`src/pkg/adl_pkg.sv`:
```
// Constants and types for the AC detect and inactive-lane controller
// Function
// - Enter AC detect only when cold reset found no DC-coupled partner.
// - Ground-terminate during reset; afterwards probe positive leg of data lane 0 only.
// - Present AC receiver termination during detect, valid before reset release.
// - Act on detection result only after 13 to 13.1 ms from reset release.
// - On detect set retry enable, idle data and control lanes, drive clock.
// - On detect also set coding, scrambler and de-emphasis enables.
// - Transmitter enters training once transmit clock reaches full speed.
// - Receiver enters training 13.2 ms after reset release when ready.
// - No receiver: set failure, end-of-chain, transmitter-off; go PHY-off with sublinks.
// - Transmit clock must be at full speed within 13.1 ms when detected.
// - Probe not reaching threshold within window counts as no receiver; the code counts it as a receiver found.
// - Sample the detect comparator three times in succession before deciding.
// - Upper lanes go inactive when unused at cold reset or width reduced.
// - Inactive behaviour chosen by global field or separate receive and transmit fields.
// - Stop with field 00b, 10b, or 11b with select 01b: hold eye in 100 ns.
// - Field 10b, or 11b with select 01b: send scrambled data 200 to 300 ns.
// - Under stop inactive lanes disconnect, then return to inactive afterwards.
// - Refresh command moves inactive lanes below programmed width to refresh.
// - Width increase: leave inactive to warm reset on reset, disconnected on stop.
// - Refreshed inactive lanes need no alignment with active lanes.
package adl_pkg;
  localparam int CLK_NS           = 8;
  localparam int T_DET_US         = 13000;
  localparam int T_RXT_US         = 13200;
  localparam int T_EYE_NS         = 100;
  localparam int T_SCR_MIN_NS     = 200;
  localparam int T_SCR_MAX_NS     = 300;
  localparam int DET_CYC          = T_DET_US * 1000 / CLK_NS;
  localparam int RXT_CYC          = T_RXT_US * 1000 / CLK_NS;
  localparam int EYE_CYC          = T_EYE_NS / CLK_NS;
  localparam int SCR_CYC          = (T_SCR_MIN_NS + CLK_NS - 1) / CLK_NS;
  localparam int SAMPLE_CNT       = 3;
  // Synchroniser value after reset: stop released, link reset held, link clock low
  localparam logic [2:0] SYNC_RST = 3'h2;
  localparam logic [1:0] ILS_EYE0 = 2'h0;
  localparam logic [1:0] ILS_SCR  = 2'h2;
  localparam logic [1:0] ILS_SEL  = 2'h3;
  localparam logic [1:0] LSS_ON   = 2'h1;
  localparam int LANES            = 8;

  typedef enum logic [2:0] {
    ST_IDLE   = 3'h0,
    ST_RESET  = 3'h1,
    ST_PROBE  = 3'h3,
    ST_LINKUP = 3'h2,
    ST_TRAIN  = 3'h6,
    ST_PHYOFF = 3'h4
  } adl_det_type;

  typedef enum logic [2:0] {
    LN_ACTIVE  = 3'h0,
    LN_INACT   = 3'h1,
    LN_SCRAM   = 3'h3,
    LN_DISC    = 3'h2,
    LN_REFRESH = 3'h6,
    LN_WARM    = 3'h4
  } adl_lane_type;
endpackage : adl_pkg

```
`src/adl_ctl.sv`:
```
// AC-coupling detect controller with upper-lane inactive sequencing
`timescale 1ns/10ps
module adl_ctl
  import adl_pkg::*;
#(
  parameter int DET_TC = DET_CYC,
  parameter int RXT_TC = RXT_CYC
)(
  // Clock, reset, enable
  input  wire logic             clk_sys,
  input  wire logic             resetn,
  input  wire logic             ce,
  // Link sideband
  input  wire logic             link_reset_n,
  input  wire logic             link_stop_n,
  input  wire logic             tx_link_clk,
  // Cold reset outcome
  input  wire logic             cold_done,
  input  wire logic             dc_found,
  // Analog status
  input  wire logic             det_comp,
  input  wire logic             tx_clk_locked,
  input  wire logic             rx_ready,
  // Inactive lane control
  input  wire logic [LANES-1:0] lane_used,
  input  wire logic [LANES-1:0] programmed_width_fields,
  input  wire logic             width_up,
  input  wire logic             use_global,
  input  wire logic [1:0]       idle_lane_state_field,
  input  wire logic [1:0]       rx_idle_lane_state_field,
  input  wire logic [1:0]       tx_idle_lane_state_field,
  input  wire logic [1:0]       link_stop_select,
  input  wire logic             refresh_req,
  // Transmit and receive pad states
  output logic                  tx_ground_terminated,
  output logic                  tx_coupling_probe,
  output logic                  tx_electrical_idle,
  output logic                  tx_active_drive,
  output logic                  rx_ac_termination,
  // Link control bits
  output logic                  retry_enable_bit,
  output logic                  coding_enable_bit,
  output logic                  scrambler_enable_bit,
  output logic                  deemphasis_enable_bit,
  output logic                  link_failure_bit,
  output logic                  end_of_chain_bit,
  output logic                  transmitter_off_bit,
  // Training progress
  output logic                  tx_train_start,
  output logic                  rx_train_start,
  output logic [2:0]            det_state,
  // Upper lanes
  output logic [3*LANES-1:0]    lane_state,
  output logic [LANES-1:0]      rx_hold_eye,
  output logic [LANES-1:0]      tx_scrambled
);

  // ***************************************
  // Pin synchronisers
  // ***************************************
  logic [2:0] s1_reg, s2_reg;
  logic       lclk_d_reg;
  // Reset to idle pin levels, else a phantom stop reaches the lanes after reset
  always_ff @(posedge clk_sys) begin
    if (!resetn) begin
      s1_reg     <= SYNC_RST;
      s2_reg     <= SYNC_RST;
      lclk_d_reg <= 1'b0;
    end else if (ce) begin
      s1_reg     <= {tx_link_clk, link_stop_n, link_reset_n};
      s2_reg     <= s1_reg;
      lclk_d_reg <= s2_reg[2];
    end
  end
  wire rst_rel   = s2_reg[0];
  wire stop_on   = !s2_reg[1];
  // A rising link clock edge proves the transmit clock really toggles
  wire lclk_rise = s2_reg[2] && !lclk_d_reg;

  // ***************************************
  // Detect state machine
  // ***************************************
  adl_det_type st_reg, st_next;
  logic [23:0] tmr_reg;
  logic [1:0]  run_reg;
  logic        last_reg, seen_reg, found_reg, txt_reg, rxt_reg;

  wire det_win   = tmr_reg == 24'(DET_TC);
  wire rxt_win   = tmr_reg >= 24'(RXT_TC);
  wire agree     = run_reg == 2'h0 || det_comp == last_reg;
  wire third     = run_reg == 2'(SAMPLE_CNT - 1) && det_comp == last_reg;
  wire comp_slow = third && !det_comp;
  // Reaching threshold marks an open line; never reaching it marks a receiver present
  wire comp_fast = third && det_comp;

  always_comb begin
    st_next = st_reg;
    case (st_reg)
      ST_IDLE:   if (cold_done && !dc_found) st_next = ST_RESET;
      ST_RESET:  if (rst_rel) st_next = ST_PROBE;
      ST_PROBE: begin
        if (det_win) st_next = (found_reg && seen_reg) ? ST_LINKUP : ST_PHYOFF;
      end
      ST_LINKUP: if (txt_reg && rxt_reg) st_next = ST_TRAIN;
      ST_TRAIN:  st_next = ST_TRAIN;
      ST_PHYOFF: st_next = ST_PHYOFF;
      default:   st_next = ST_IDLE;
    endcase
  end

  always_ff @(posedge clk_sys) begin
    if (!resetn) begin
      st_reg <= ST_IDLE;
      tmr_reg <= 24'h000000;
    end else if (ce) begin
      st_reg  <= st_next;
      tmr_reg <= (st_reg == ST_PROBE || st_reg == ST_LINKUP) ? tmr_reg + 24'h000001 : 24'h000000;
    end
  end

  // Three matching comparator samples are needed for a verdict
  always_ff @(posedge clk_sys) begin
    if (!resetn || st_reg != ST_PROBE) begin
      run_reg   <= 2'h0;
      last_reg  <= 1'b0;
      seen_reg  <= 1'b0;
      found_reg <= 1'b0;
    end else if (ce && !seen_reg) begin
      // Noise breaks the run; a disagreeing sample starts a new one
      last_reg <= det_comp;
      run_reg  <= agree ? run_reg + 2'h1 : 2'h1;
      if (comp_slow || comp_fast) begin
        seen_reg  <= 1'b1;
        found_reg <= comp_slow;
      end
    end
  end

  always_ff @(posedge clk_sys) begin
    if (!resetn || (st_reg != ST_LINKUP && st_reg != ST_TRAIN)) begin
      txt_reg <= 1'b0;
      rxt_reg <= 1'b0;
    end else if (ce) begin
      if (tx_clk_locked && lclk_rise) txt_reg <= 1'b1;
      if (rxt_win && rx_ready) rxt_reg <= 1'b1;
    end
  end

  // ***************************************
  // Pad and control outputs
  // ***************************************
  wire up = st_reg == ST_LINKUP || st_reg == ST_TRAIN;
  wire off = st_reg == ST_PHYOFF;
  always_ff @(posedge clk_sys) begin
    if (!resetn) begin
      tx_ground_terminated  <= 1'b1;
      tx_coupling_probe     <= 1'b0;
      tx_electrical_idle    <= 1'b0;
      tx_active_drive       <= 1'b0;
      retry_enable_bit      <= 1'b0;
      coding_enable_bit     <= 1'b0;
      scrambler_enable_bit  <= 1'b0;
      deemphasis_enable_bit <= 1'b0;
      link_failure_bit      <= 1'b0;
      end_of_chain_bit      <= 1'b0;
      transmitter_off_bit   <= 1'b0;
    end else if (ce) begin
      tx_ground_terminated  <= !(st_next == ST_PROBE || st_next == ST_LINKUP || st_next == ST_TRAIN);
      tx_coupling_probe     <= st_next == ST_PROBE;
      tx_electrical_idle    <= st_next == ST_LINKUP;
      tx_active_drive       <= st_next == ST_LINKUP || st_next == ST_TRAIN;
      if (st_next == ST_LINKUP) begin
        retry_enable_bit      <= 1'b1;
        coding_enable_bit     <= 1'b1;
        scrambler_enable_bit  <= 1'b1;
        deemphasis_enable_bit <= 1'b1;
      end
      if (st_next == ST_PHYOFF) begin
        link_failure_bit    <= 1'b1;
        end_of_chain_bit    <= 1'b1;
        transmitter_off_bit <= 1'b1;
      end
    end
  end

  // Termination stays on from detect entry, before reset can release
  assign rx_ac_termination = st_reg != ST_IDLE;
  assign tx_train_start    = txt_reg && up;
  assign rx_train_start    = rxt_reg && up;
  assign det_state         = st_reg;

  // ***************************************
  // Upper lanes
  // ***************************************
  wire [1:0] rx_mode = use_global ? idle_lane_state_field : rx_idle_lane_state_field;
  wire [1:0] tx_mode = use_global ? idle_lane_state_field : tx_idle_lane_state_field;
  // Ganged sublinks follow this link into PHY-off as a reset condition
  genvar g;
  generate
    for (g = 0; g < LANES; g++) begin : g_lane
      adl_lane u_lane (
        .clk_sys          (clk_sys),
        .resetn           (resetn && !off),
        .ce               (ce),
        .lane_used        (lane_used[g]),
        .below_width      (programmed_width_fields[g]),
        .width_up         (width_up),
        .rx_mode          (rx_mode),
        .tx_mode          (tx_mode),
        .link_stop_select (link_stop_select),
        .stop_req         (stop_on),
        .link_reset       (!rst_rel),
        .refresh_req      (refresh_req),
        .lane_state       (lane_state[3*g +: 3]),
        .rx_hold_eye      (rx_hold_eye[g]),
        .tx_scrambled     (tx_scrambled[g])
      );
    end
  endgenerate
endmodule : adl_ctl

```
`src/adl_lane.sv`:
```
// One upper lane's inactive-state sequencer
`timescale 1ns/10ps
module adl_lane
  import adl_pkg::*;
(
  // Clock and reset
  input  wire logic       clk_sys,
  input  wire logic       resetn,
  input  wire logic       ce,
  // Control
  input  wire logic       lane_used,
  input  wire logic       below_width,
  input  wire logic       width_up,
  input  wire logic [1:0] rx_mode,
  input  wire logic [1:0] tx_mode,
  input  wire logic [1:0] link_stop_select,
  input  wire logic       stop_req,
  input  wire logic       link_reset,
  input  wire logic       refresh_req,
  // Status
  output logic [2:0]      lane_state,
  output logic            rx_hold_eye,
  output logic            tx_scrambled
);
  adl_lane_type st_reg, st_next;
  logic [5:0]   cnt_reg;

  // ***************************************
  // Mode decode
  // ***************************************
  function automatic logic hold_sel(input logic [1:0] m, input logic [1:0] s);
    hold_sel = (m == ILS_EYE0) || (m == ILS_SCR) || (m == ILS_SEL && s == LSS_ON);
  endfunction : hold_sel
  function automatic logic scr_sel(input logic [1:0] m, input logic [1:0] s);
    scr_sel = (m == ILS_SCR) || (m == ILS_SEL && s == LSS_ON);
  endfunction : scr_sel

  wire rx_hold_mode = hold_sel(rx_mode, link_stop_select);
  wire tx_scr_mode  = scr_sel(tx_mode, link_stop_select);
  wire scr_done     = cnt_reg >= 6'(SCR_CYC);

  always_comb begin
    st_next = st_reg;
    case (st_reg)
      LN_ACTIVE:  if (!lane_used) st_next = LN_INACT;
      LN_INACT: begin
        if (width_up && link_reset) st_next = LN_WARM;
        else if (width_up && stop_req) st_next = LN_DISC;
        else if (stop_req && tx_scr_mode) st_next = LN_SCRAM;
        else if (stop_req) st_next = LN_DISC;
        else if (refresh_req && below_width) st_next = LN_REFRESH;
      end
      LN_SCRAM:   if (scr_done) st_next = LN_DISC;
      LN_DISC:    if (!stop_req) st_next = width_up ? LN_ACTIVE : LN_INACT;
      LN_REFRESH: if (!refresh_req) st_next = LN_INACT;
      LN_WARM:    if (!link_reset) st_next = LN_ACTIVE;
      default:    st_next = LN_INACT;
    endcase
  end

  always_ff @(posedge clk_sys) begin
    if (!resetn) begin
      st_reg  <= LN_ACTIVE;
      cnt_reg <= 6'h00;
    end else if (ce) begin
      st_reg  <= st_next;
      cnt_reg <= (st_next == LN_SCRAM) ? cnt_reg + 6'h01 : 6'h00;
    end
  end

  // Eye hold asserts on stop entry, well inside the 100 ns budget
  always_ff @(posedge clk_sys) begin
    if (!resetn) rx_hold_eye <= 1'b0;
    else if (ce) rx_hold_eye <= rx_hold_mode && stop_req && st_reg != LN_ACTIVE;
  end

  assign lane_state   = st_reg;
  assign tx_scrambled = (st_reg == LN_SCRAM);
endmodule : adl_lane

```
`config.mk`:
```
export PLATFORM = sky130hd
export DESIGN_NAME = adl_ctl
export DESIGN_NICKNAME = d
export VERILOG_FILES = /design/src/pkg/adl_pkg.sv /design/src/adl_ctl.sv /design/src/adl_lane.sv
export SDC_FILE = /design/constraint.sdc
export NUM_CORES = 1
export LEC_CHECK = 0
export ABC_AREA = 1
export BUFFER_PORTS_ARGS = -buffer_cell sky130_fd_sc_hd__buf_2
export CORE_AREA = 3 3 116 118
export CTS_BUF_LIST = sky130_fd_sc_hd__clkbuf_4 sky130_fd_sc_hd__clkbuf_8
export CTS_CLUSTER_SIZE = 40
export DETAILED_ROUTE_END_ITERATION = 12
export DIE_AREA = 0 0 119 121
export PLACE_DENSITY = 0.81
export SLEW_MARGIN = 5
export SYNTH_ARGS = -nofsm -noshare
export SYNTH_HDL_FRONTEND = slang
export SYNTH_SLANG_ARGS = --single-unit
export TNS_END_PERCENT = 10
```
`constraint.sdc`:
```
create_clock -name clk_sys -period 2 [get_ports clk_sys]
set_input_delay 0.3 -clock clk_sys [delete_from_list [all_inputs] [get_ports clk_sys]]
set_output_delay 0.3 -clock clk_sys [all_outputs]
set_load 0.05 [all_outputs]
```
* After elaboration in Yosys (flattened, before gate mapping)
Index checks and enable logic that the tools add are counted.
** Word-level totals
- Memories kept :: 0
- Logic and storage cells :: 317
- Bits in read-only memories :: 0
- Register bits :: 127
- Output and inout port bits :: 57
- Input port bits :: 38
- Latch bits :: 0
- RAM bits :: 0
** Cells by class
- Div/mod/pow operators :: 0
- Reductions and logical operators :: 82
- Multiplexer cells :: 107
- Shift operators :: 0
- Magnitude comparators :: 9
- Bitwise logic cells :: 0
- Multiply operators :: 0
- Add/subtract/negate cells :: 10
- Equality and inequality tests :: 68
** Operators with widths (number)
- $mux W3 :: 85
- $pmux W3 S6 :: 9
- $eq A3 B2 Y1 const B :: 28
- $eq A3 B3 Y1 const B :: 20
- $add A6 B1 Y6 const B :: 8
- $ge A6 B5 Y1 const B :: 8
- $mux W6 :: 8
- $logic_and A1 B1 Y1 :: 36
- $eq A3 B1 Y1 const B :: 9
- $logic_not A3 Y1 :: 9
- $reduce_bool A3 Y1 :: 9
- $add A24 B1 Y24 const B :: 1
- $eq A24 B21 Y1 const B :: 1
- $ge A24 B21 Y1 const B :: 1
- $mux W24 :: 1
- $logic_or A1 B1 Y1 :: 12
- $eq A2 B2 Y1 const B :: 5
- $reduce_and A2 Y1 :: 5
- $logic_not A1 Y1 :: 9
- $mux W2 :: 3
- $ne A3 B2 Y1 const B :: 2
- $logic_not A2 Y1 :: 2
- $ne A3 B3 Y1 const B :: 1
- $add A2 B1 Y2 const B :: 1
- 3 further kinds :: 3

* Depth between registers and ports, before layout
Gate-level depths: netlist of the first run.
- Depth in word-level cells :: 11
- Depth in mapped cells :: 12
- Depth with buffers taken out :: 12

* By module
A second synthesis of the first run with hierarchy kept.
** Second synthesis, totals
- Cell total of the unflattened synthesis :: 1249
- Area, all modules :: 8500.7 um^2
** Modules (own cells, without submodules)
- adl_lane (g_lane[0].u_lane ...) :: sequential area each 200.2 um^2, area an instance 744.5 um^2, instances 4, cells an instance 109
- adl_ctl :: sequential area each 940.9 um^2, area an instance 2548.7 um^2, instances 1, cells an instance 379
- adl_lane (g_lane[6].u_lane ...) :: sequential area each 200.2 um^2, area an instance 713.2 um^2, instances 2, cells an instance 107
- adl_lane (g_lane[5].u_lane) :: sequential area each 200.2 um^2, area an instance 785.8 um^2, instances 1, cells an instance 111
- adl_lane (g_lane[1].u_lane) :: sequential area each 200.2 um^2, area an instance 762.0 um^2, instances 1, cells an instance 109

* Worst setup path after synthesis of the first run
No wires, ideal clock.
- Kind :: reg2reg
- Start point :: reg st_reg[1], in the netlist det_state[1]
- End point :: reg transmitter_off_bit
- Stages on the path, launching flop included :: 11
- Setup slack :: -157 ps
- Arrival :: 2092 ps
- Buffers on the path :: 0
- Clock period less this slack :: 2157 ps
- Library setup time :: 65 ps
- Cells stage by stage :: dfxtp_1 > nand2_1 > nor2_1 > nand2_1 > nand2_1 > inv_1 > nand2_1 > nand2_1 > nor2_1 > nor2_1 > nor2_1
** On the way
- Cells in the longest elaborated chain, start to end :: 4
- Elaborated cells between the ends (all ways) :: 13
- Classes of those cells :: eq/ne: 6; mux: 5; reduce/logical: 2
** Ends and longest elaborated chain
- from (decl) :: line adl_ctl.sv:83 : adl_det_type st_reg, st_next;
- from (signal assigned) :: line adl_ctl.sv:116 : st_reg <= st_next;
- $eq A3 B3 Y1, or another cell as far along :: line adl_ctl.sv:98 : case (st_reg)
- $pmux W3 S6 * :: line adl_ctl.sv:98
- $eq A3 B3 Y1 * :: line adl_ctl.sv:178 : if (st_next == ST_PHYOFF) begin
- $reduce_and A2 Y1 (no source line) *
- to (signal assigned) :: line adl_ctl.sv:166 : transmitter_off_bit <= 1'b0;
- to (signal assigned) :: line adl_ctl.sv:181 : transmitter_off_bit <= 1'b1;
- to (decl) :: line adl_ctl.sv:47 : output logic transmitter_off_bit,
Mark *: on every way between the ends. The rest lies on a longest branch, timed or not.
A chain may end at the register's enable or synchronous reset.

* Final worst setup path of the first run
- Start point :: reg g_lane[1].u_lane.st_reg[0]
- End point :: out tx_scrambled[1]
** On the way
- Cells in the longest elaborated chain, start to end :: 1
** Ends and longest elaborated chain
- from (decl) :: line adl_lane.sv:25 : adl_lane_type st_reg, st_next;
- from (signal assigned) :: line adl_lane.sv:66 : st_reg <= st_next;
- $eq A3 B2 Y1 :: line adl_lane.sv:78 : assign tx_scrambled = (st_reg == LN_SCRAM);
- to (decl) :: line adl_ctl.sv:55 : output logic [LANES-1:0] tx_scrambled
No other way between the ends.

==> key figures, run 1 <==
Run status
  – Status: finished clean

CTS
  – Post-CTS Hold Fix Bufs: 0
  – Clock latency on the worst-skew pair: 460 ps
  – TritonCTS clock tree: yes
  – Clock Path Buffers: 2
  – Clk root buf: clkbuf_8
  – Htree depth: 4
  – Clock Sinks: 127
  – CTS buffer count: 17
  – Clock-pin slew on the worst setup and hold paths: 70 ps

STA
  – Period utilization: 96.1%
  – Relative slew slack: 59.1%
  – Worst-margin pin slew: 613 ps
  – Setup ws final: 78.2 ps
  – Setup TNS: 0 ps
  – Period minus WS final: 1920 ps
  – Slew Limit Fails: 0
  – Fmax: 520 MHz
  – Final setup fails: 0
  – RSZ-0062 raised after global routing: no
  – Clock Skew: 9.52 ps
  – Final count of hold timing violations: 0

Detailed routing
  – Residual DRC: 0
  – Post-DRT Antenna Nets: 0
  – Routed wire length: 18800 um
  – Via count of the routed design: 7275
  – Drt pass-1 iters: 6
  – DR iter-0 viols: 559
  – DR vias/cell: 5.45
  – Wire per inst: 14.1 um

Synthesis
  – Synthesized area per cell: 6.94 um2
  – Top cell type's share of synthesized area: 34.1%
  – Seq/Total Area, Yosys: 34.1%
  – Synth Cell Area: 0.00745 mm2
  – Number of synthesized register bits: 127
  – Main combinational cell family by area after synthesis: simple AND/OR/NAND/NOR gates
  – Complex-gate fraction of the synthesized area: 15.8%
  – Post-synthesis mux area share: 0%
  – Post-synth EDFFs: 0
  – Syn Nets: 1140
  – Yosys warnings: 0
  – XOR/XNOR share of the synthesized area: 4.82%
  – Synth Area in Adders: 4.70%
  – Leading area contributor after synthesis: dfxtp_1
  – Yosys cell types: 46
  – Synth async-reset ratio: 0%
  – Post-synthesis simple-gate area fraction: 29.3%
  – Top post-synthesis cells by area: dfxtp_1 (34%), nand2_1 (9.9%), nor2_1 (6.6%)
  – Top_reg_cell synth: dfxtp_1
  – Cell count after synthesis: 1074

Worst setup path
  – WP data required: 1700 ps
  – Critical Path End Type: primary output
  – Reg-to-Reg Start: tmr_reg[0]
  – Critical path class: register to primary output
  – Reg2reg end: tmr_reg[20]
  – WP data arrival: 1620 ps
  – R2R depth: 10
  – Setup slack, reg-to-reg: 250 ps
  – Crit path max fanout: 8
  – Critical Path Source Type: register

Global routing
  – Vias in the first global route: 6649
  – Gr ovfl total: 0
  – Largest net degree at the start of global routing: 53
  – Initial antenna violation count: 0
  – First-pass GRT wire length: 30500 um
  – Global Route Usage Sum: 25.9%

Layout
  – Share of layout cells above drive strength 1: 16.1%
  – Fillers: 1116
  – P&R area growth vs syn: 13.0%
  – Max FFs per register: 48
  – Post-layout net count: 1216
  – Ant diodes: 0

Placement
  – Post-placement setup slack: 270 ps
  – Dpl hpwl: 13100 um
  – # port buffers: 94
  – GPL Wtd Cong: 0.989

Power
  – Power Dens Cells: 709 mW/mm2
  – Worst vdd ir: 679 uV
  – Leak pwr: 0.00361 uW

Hold path
  – Hold_sp: link_reset_n
  – Worst Hold Depth: 3
  – HP Class: primary input to register
  – Hold EP: s1_reg[0]

Floorplanning
  – Top Ports: 95
  – DIE AREA: 0.0144 mm2
  – Chip width: 119 um
  – Core Region: 0.0126 mm2
  – Num rows: 41
  – DIE HEIGHT: 121 um
  – Starting Density: 59.3%

Job
  – Max-Cap Viols: 0
-- layout by cell type (no fill, tap or decap), types with 2 or more instances in the layout --
cell type	n
o221ai_1	2
a211oi_1	6
o21a_1	3
buf_2	89
xnor2_1	14
o311ai_0	5
xor2_1	27
buf_12	3
nand4_1	35
nor4_4	2
o21ai_0	74
o22ai_1	3
buf_4	14
nand3_1	44
nor3b_1	2
o21ai_1	7
nand3b_1	10
nor2_2	6
nor2_1	129
a21oi_1	81
nand2_2	7
nand2_1	197
dfxtp_1	127
a31oi_1	2
o211ai_1	10
ha_1	28
nand3_2	5
nor3_2	7
clkbuf_4	8
nor3_4	2
nor3_1	36
clkinv_2	3
inv_1	127
clkbuf_8	22
inv_2	9
o31ai_1	4
-- logic make-up after synthesis --
group / Yosys count
and+or+nand+nor: 484
AOI/OAI and AO/OA: 205
buffers and inverters: 189
DFF: 127
xor gates and xnor gates: 41
adders and majority gates: 28
-- Yosys cell counts (2+ instances only) --
cell        n
nand2_1   197
nor2_1    130
dfxtp_1   127
inv_1     127
a21oi_1    81
o21ai_0    74
nand3_1    44
nor3_1     44
nand4_1    35
ha_1       28
buf_4      27
xor2_1     27
buf_2      14
xnor2_1    14
nand3b_1   10
o211ai_1   10
inv_2       9
clkbuf_1    8
nand2_2     7
o21ai_1     7
a211oi_1    6
nand3_2     5
nor2_2      5
o311ai_0    5
o31ai_1     4
o21a_1      3
o22ai_1     3
a31oi_1     2
nor3b_1     2
nor4_4      2
o221ai_1    2
-- stage by stage --
| stage | util (%) | hold WS (ps) | power, uW | cell area (um2) | std cells |
|---|---|---|---|---|---|
| 3_5_place_dp | 63.4 | 444 | 3800 | 7970 | 1303 |
| 3_3_place_gp | 63.4 | 435 | 3790 | 7970 | 1303 |
| 6_report | 67.0 | 85.2 | 5970 | 8420 | 1335 |
| 4_1_cts | 66.7 | 73.7 | 5970 | 8380 | 1335 |
| 2_1_floorplan | - | 423 | 3540 | 7450 | 1074 |
| 5_1_grt | 67.0 | 93.3 | 6210 | 8420 | 1335 |
-- worst max-delay path: stages (launching register included) --
cell	delay [ps]
dfxtp_1	410
inv_1	180
nor3_4	280
clkbuf_4	290
-- worst max path at each step --
stage / start / slack, ps / endpoint
floorplan: det_state[1] / 10 / deemphasis_enable_bit
global route: g_lane[3].u_lane.lane_state[0] / 0.6 / tx_scrambled[3]
finish: g_lane[1].u_lane.lane_state[0] / 80 / tx_scrambled[1]
global placement: tmr_reg[0] / 290 / tmr_reg[20]
CTS: g_lane[5].u_lane.lane_state[0] / 2 / tx_scrambled[5]
detailed placement: tmr_reg[0] / 270 / tmr_reg[20]
-- timing repair --
| action | in CTS | in global routing |
|---|---|---|
| setup endpoints to repair | 5 | 7 |
| pin swaps | 0 | 0 |
| gates cloned | 0 | 0 |
| resized for setup | 5 | 9 |
| buffers inserted | 0 | 0 |
-- final cells by class --
| type | count | area [um2] | area share, % |
|---|---|---|---|
| sequential | 127 | 2540 | 30.2 |
| clock buffer | 27 | 340 | 4.04 |
| timing repair buffer | 109 | 633 | 7.52 |
| multi-input combinational | 758 | 4120 | 48.9 |
| clock inverter | 5 | 52.6 | 0.624 |
| inverter | 137 | 514 | 6.11 |
| tap | 172 | 215 | 2.56 |
-- power by group --
part | leakage [uW] | internal (uW) | switching [uW] | total [uW]
clock network | 0.000207 | 1210 | 986 | 2200
logic | 0.00237 | 296 | 776 | 1070
registers | 0.00103 | 2610 | 92.4 | 2700
total | 0.00361 | 4120 | 1850 | 5970
-- metal layers --
layer	part of all wire [%]	global-route usage, %
met4	2.1	9.49
met2	45	42.8
met1	46	33.3
met3	6.6	5.64
met5	0	0
Note: power is estimated with default switching activity, not from simulation.
==> inputs of run 2 (changes only) <==
==> constraint.sdc (replaced) <==
create_clock -name clk_sys -period 2 [get_ports clk_sys]
set_input_delay 0.3 -clock clk_sys [delete_from_list [all_inputs] [get_ports clk_sys]]
set_output_delay 0.3 -clock clk_sys [all_outputs]
set_load 0.01 [all_outputs]
==> key figures, run 2 (synthesis results as in run 1) <==
Worst setup path
  – WP data required: 1700 ps (about the same)
  – Setup slack, reg-to-reg: 230 ps (was 250 ps)
  – Critical Path Source Type: register (unchanged)
  – WP data arrival: 1590 ps (was 1620 ps)
  – Reg2reg end: g_lane[4].u_lane.cnt_reg[3] (was tmr_reg[20])
  – Critical path class: register to primary output (unchanged)
  – Crit path max fanout: 8 (unchanged)
  – Crit path from: g_lane[3].u_lane.lane_state[0] (was g_lane[1].u_lane.lane_state[0])
  – R2R depth: 9 (was 10)
  – Reg-to-Reg Start: s2_reg[1] (was tmr_reg[0])
  – Critical Path End Type: primary output (unchanged)

Hold path
  – Hold_sp: link_stop_n (was link_reset_n)
  – Hold EP: s1_reg[1] (was s1_reg[0])
  – HP Class: primary input to register (unchanged)
  – Worst Hold Depth: 3 (unchanged)

STA
  – Fmax: 529 MHz (was 520 MHz)
  – Slew Limit Fails: 0 (unchanged)
  – Clock Skew: 8.40 ps (was 9.52 ps)
  – RSZ-0062 raised after global routing: no (unchanged)
  – Setup ws final: 110 ps (was 78.2 ps)
  – Final count of hold timing violations: 0 (unchanged)
  – Period minus WS final: 1890 ps (was 1920 ps)
  – Final setup fails: 0 (unchanged)
  – Setup TNS: 0 ps (unchanged)
  – Worst-margin pin slew: 648 ps (was 613 ps)
  – Relative slew slack: 56.7% (was 59.1%)
  – Period utilization: 94.5% (was 96.1%)

Run status
  – Status: finished clean (unchanged)

CTS
  – Clock latency on the worst-skew pair: 440 ps (was 460 ps)
  – CTS buffer count: 17 (unchanged)
  – Clock Path Buffers: 2 (unchanged)
  – Htree depth: 4 (unchanged)
  – TritonCTS clock tree: yes (unchanged)
  – Clock-pin slew on the worst setup and hold paths: 70 ps (about the same)
  – Clock Sinks: 127 (unchanged)
  – Clk root buf: clkbuf_8 (unchanged)
  – Post-CTS Hold Fix Bufs: 0 (unchanged)

Global routing
  – Global Route Usage Sum: 26.3% (was 25.9%)
  – First-pass GRT wire length: 31300 um (was 30500 um)
  – Vias in the first global route: 6737 (was 6649)
  – Gr ovfl total: 0 (unchanged)
  – Largest net degree at the start of global routing: 51 (was 53)
  – Initial antenna violation count: 0 (unchanged)

Power
  – Clock Power Share: 39.7% (was 36.8%)
  – Flop pwr share: 45.7% (was 45.2%)
  – Leak pwr: 0.00363 uW (was 0.00361 uW)
  – Gate power share: 14.6% (was 18.0%)
  – Power Dens Cells: 701 mW/mm2 (was 709 mW/mm2)
  – Internal power: 4260 uW (was 4120 uW)
  – Worst vdd ir: 766 uV (was 679 uV)
  – P_sw: 1640 uW (was 1850 uW)
  – Switch share: 27.8% (was 31.1%)

Floorplanning
  – Num rows: 41 (unchanged)
  – Starting Density: 59.3% (unchanged)
  – Top Ports: 95 (unchanged)
  – Chip width: 119 um (unchanged)
  – DIE HEIGHT: 121 um (unchanged)
  – DIE AREA: 0.0144 mm2 (unchanged)
  – Core Region: 0.0126 mm2 (unchanged)

Layout
  – Ant diodes: 0 (unchanged)
  – Fillers: 1099 (was 1116)
  – Commonest cells after routing, fill and taps aside: nand2_1 (197), nor2_1 (130), dfxtp_1 (127) (was nand2_1 (197), nor2_1 (129), inv_1 (127), dfxtp_1 (127), buf_2 (89))
  – Footprint of the multi-input gates: 0.00410 mm2 (was 0.00412 mm2)
  – Finished Layout Cells: 1335 (unchanged)
  – Post-Route Utilization: 67.0% (about the same)
  – Fin area: 0.00842 mm2 (about the same)
  – Post-layout net count: 1216 (unchanged)
  – Share of layout cells above drive strength 1: 15.7% (was 16.1%)
  – P&R area growth vs syn: 13.1% (was 13.0%)
  – Commonest non-fill, non-tap cell in the layout: nand2_1 (unchanged)
  – Max FFs per register: 48 (unchanged)
  – Reg area: 0.00254 mm2 (unchanged)

Detailed routing
  – Via count of the routed design: 7309 (was 7275)
  – DR iter-0 viols: 741 (was 559)
  – Wire per inst: 13.9 um (was 14.1 um)
  – Residual DRC: 0 (unchanged)
  – Post-DRT Antenna Nets: 0 (unchanged)
  – DR vias/cell: 5.47 (was 5.45)
  – Drt pass-1 iters: 6 (unchanged)
  – Routed wire length: 18600 um (was 18800 um)

Placement
  – Post-placement setup slack: 185 ps (was 270 ps)
  – Placed Cells incl. Taps: 1303 (unchanged)
  – Dpl cell area: 0.00798 mm2 (was 0.00797 mm2)
  – Dpl hpwl: 13100 um (about the same)
  – GPL Wtd Cong: 0.956 (was 0.989)
  – # port buffers: 94 (unchanged)

Job
  – Max-Cap Viols: 0 (unchanged)
[run 2: changes by cell type in the layout (fill, tap and decap cells not counted), sizes merged]
cell,before,now
buf,106,109
clkbuf,30,27
bufinv,1,2
clkinvlp,1,0
[run 2: how the worst max path moves through the flow]
stage / slack (ps) / depth (start not counted) / endpoint
global placement: 260 / 10 / g_lane[5].u_lane.cnt_reg[5]
detailed placement: 180 / 10 / g_lane[1].u_lane.cnt_reg[0]
floorplan: 500 / 9 / tmr_reg[18]
global route: 20 / 3 / tx_scrambled[3]
CTS: 90 / 4 / tx_scrambled[1]
finish: 110 / 3 / tx_scrambled[3]
[run 2: per-stage QoR]
stage | hold WS [ps] | power, uW
final | 89.2 | 5900
after global routing | 79.0 | 6170
after CTS | 67.4 | 5910
after detailed placement | 435 | 3590
after global placement | 430 | 3580
after floorplan | 423 | 3330
[run 2: cell type report]
class | count | area share (%)
Timing Repair Buffer | 109 | 7.52
Clock inverter | 5 | 0.891
Clock buffer | 27 | 4.11
Inverter | 137 | 6.11
Sequential cell | 127 | 30.2
Multi-Input combinational cell | 758 | 48.6
Tap cell | 172 | 2.55
[run 2: power by group through the flow]
stage                     Clock (uW)  Combinational [uW]  Sequential (uW)
after CTS                       2370                 848             2690
after global routing            2500                 963             2710
final                           2340                 861             2700
after global placement             0                 828             2750
after detailed placement           0                 840             2750
after floorplan                    0                 571             2760
[run 2: layer usage]
layer	share of wire, %	track usage, %
met4	2.1	9.99
met2	45	40.8
met1	45	35.5
met3	8.0	6.34
met5	0	0
[run 2: repair_timing]
item | 4_1_cts | 5_1_grt
setup endpoints to repair | 1 | 4
resized for setup | 1 | 5
buffers inserted | 0 | 0
[run 2: critical path, cell delays in order, from the launching register on]
cell	delay (ps)
dfxtp_1	380
inv_1	140
nor3_1	410
buf_2	220
==> inputs of run 3 (changes only) <==
--- a/config.mk
+++ b/config.mk
@@ -7,12 +7,12 @@
 export LEC_CHECK = 0
 export ABC_AREA = 1
 export BUFFER_PORTS_ARGS = -buffer_cell sky130_fd_sc_hd__buf_2
-export CORE_AREA = 3 3 116 118
+export CORE_AREA = 3 3 121 123
 export CTS_BUF_LIST = sky130_fd_sc_hd__clkbuf_4 sky130_fd_sc_hd__clkbuf_8
 export CTS_CLUSTER_SIZE = 40
 export DETAILED_ROUTE_END_ITERATION = 12
-export DIE_AREA = 0 0 119 121
-export PLACE_DENSITY = 0.81
+export DIE_AREA = 0 0 124 126
+export PLACE_DENSITY = 0.75
 export SLEW_MARGIN = 5
 export SYNTH_ARGS = -nofsm -noshare
 export SYNTH_HDL_FRONTEND = slang
==> key figures, run 3 (synthesis results as in run 1) <==
Floorplanning
  – Top Ports: 95 (unchanged)
  – DIE AREA: 0.0156 mm2 (was 0.0144 mm2)
  – DIE HEIGHT: 126 um (was 121 um)
  – Starting Density: 54.1% (was 59.3%)
  – Chip width: 124 um (was 119 um)
  – Num rows: 43 (was 41)
  – Core Region: 0.0138 mm2 (was 0.0126 mm2)

Power
  – Power Dens Cells: 716 mW/mm2 (was 701 mW/mm2)
  – Worst vdd ir: 546 uV (was 766 uV)
  – Gate power share: 14.1% (was 14.6%)
  – Internal power: 4420 uW (was 4260 uW)
  – P_sw: 1630 uW (was 1640 uW)
  – Switch share: 26.9% (was 27.8%)
  – Leak pwr: 0.00364 uW (was 0.00363 uW)
  – Total power: 6040 uW (was 5900 uW)
  – Flop pwr share: 44.6% (was 45.7%)
  – Clock Power Share: 41.2% (was 39.7%)

STA
  – Worst-margin pin slew: 658 ps (was 648 ps)
  – Final count of hold timing violations: 0 (unchanged)
  – Fmax: 521 MHz (was 529 MHz)
  – Slew Limit Fails: 0 (unchanged)
  – Setup TNS: 0 ps (unchanged)
  – Period minus WS final: 1920 ps (was 1890 ps)
  – Period utilization: 95.9% (was 94.5%)
  – Final setup fails: 0 (unchanged)
  – RSZ-0062 raised after global routing: no (unchanged)
  – Clock Skew: 7.62 ps (was 8.40 ps)
  – Relative slew slack: 56.1% (was 56.7%)

Layout
  – P&R area growth vs syn: 13.3% (was 13.1%)
  – Ant diodes: 0 (unchanged)
  – Commonest non-fill, non-tap cell in the layout: nand2_1 (unchanged)
  – Fillers: 1335 (was 1099)
  – Share of layout cells above drive strength 1: 15.7% (about the same)
  – Max FFs per register: 48 (unchanged)
  – Post-layout net count: 1218 (was 1216)
  – Commonest cells after routing, fill and taps aside: nand2_1 (197), nor2_1 (130), inv_1 (127), dfxtp_1 (127), buf_2 (94) (was nand2_1 (197), nor2_1 (130), dfxtp_1 (127))

CTS
  – Htree depth: 4 (unchanged)
  – Clock Path Buffers: 2 (unchanged)
  – Post-CTS Hold Fix Bufs: 0 (unchanged)
  – Clock-pin slew on the worst setup and hold paths: 70 ps (about the same)
  – CTS buffer count: 17 (unchanged)
  – Clk root buf: clkbuf_8 (unchanged)
  – Clock Sinks: 127 (unchanged)
  – Post-CTS Setup Bufs: 0 (unchanged)
  – TritonCTS clock tree: yes (unchanged)
  – Cts repair resizes: 0 (was 1)
  – Clock latency on the worst-skew pair: 450 ps (was 440 ps)

Global routing
  – Global Route Usage Sum: 24.5% (was 26.3%)
  – Initial antenna violation count: 0 (unchanged)
  – First-pass GRT wire length: 30800 um (was 31300 um)
  – Largest net degree at the start of global routing: 44 (was 51)
  – Gr ovfl total: 0 (unchanged)
  – Vias in the first global route: 6441 (was 6737)

Detailed routing
  – DR vias/cell: 5.36 (was 5.47)
  – Wire per inst: 14.0 um (was 13.9 um)
  – Post-DRT Antenna Nets: 0 (unchanged)
  – DR iter-0 viols: 591 (was 741)
  – Via count of the routed design: 7200 (was 7309)
  – Drt pass-1 iters: 5 (was 6)
  – Residual DRC: 0 (unchanged)
  – Routed wire length: 18800 um (was 18600 um)

Job
  – Max-Cap Viols: 0 (unchanged)

Run status
  – Status: finished clean (unchanged)

Worst setup path
  – Critical Path Source Type: register (unchanged)
  – WP data required: 1700 ps (about the same)
  – Slowest CP cell: dfxtp_1 (was nor3_1)
  – Slowest Stage Delay on Critical Path: 410 ps (about the same)
  – Critical Path End Type: primary output (unchanged)
  – WP data arrival: 1620 ps (was 1590 ps)
  – Critical path class: register to primary output (unchanged)
  – CP Cell Sequence: inv_1 -> nor3_1 -> buf_2 (unchanged)
  – Crit path max fanout: 6 (was 8)

Placement
  – Dpl hpwl: 13500 um (was 13100 um)
  – GPL Wtd Cong: 0.937 (was 0.956)
  – # port buffers: 94 (unchanged)

Hold path
  – HP Class: primary input to register (unchanged)
## run 3: final cells by class
class                   instances  area (um2)  area share (%)
multi-input cells             758        4090            48.5
flip-flops and latches        127        2540            30.1
repair buffers                111         623            7.38
inverters                     137         514            6.09
clock buffers                  25         313            3.71
well taps                     180         225            2.67
clock inverters                 6         130            1.54
## run 3: metrics by stage
step	worst slack, ps	hold WS [ps]	util (%)	instance area [um2]	std cells
final	81.4	91.7	61.3	8440	1344
after global routing	11.9	92.9	61.3	8440	1344
after CTS	63.1	82.8	61.1	8420	1344
after detailed placement	253	441	57.9	7980	1313
after global placement	284	438	57.9	7980	1313
after floorplan	502	423	-	7450	1074
## run 3: final timing paths
| check | startpoint | to | slack (ps) | cells past startpoint |
|---|---|---|---|---|
| worst max-delay path | g_lane[0].u_lane.lane_state[0] | tx_scrambled[0] | 80 | 3 |
| worst min register to register | found_reg | found_reg | 450 | 2 |
| worst max register to register | s2_reg[1] | g_lane[5].u_lane.cnt_reg[0] | 270 | 8 |
| worst min-delay path | link_stop_n | s1_reg[1] | 90 | 3 |
## run 3: metal layers
layer	vias to the layer above	GRT usage [%]	part of all wire, %
met3	34	5.70	7.6
met5	-	0	0
met2	256	38.2	45
met1	3234	33.9	46
li1	3676	-	-
met4	0	7.22	1.6
## run 3: power groups by stage
stage | registers (uW) | clock network (uW) | logic, uW
4_1_cts | 2690 | 2540 | 851
6_report | 2700 | 2490 | 855
2_1_floorplan | 2760 | 0 | 571
3_5_place_dp | 2750 | 0 | 844
3_3_place_gp | 2750 | 0 | 837
5_1_grt | 2710 | 2640 | 963
## run 3: critical path: cells and delay by family, from the launching register on
family	cells	cell delay, ps
flops	1	410
buf+inv	2	340
simple gates	1	410
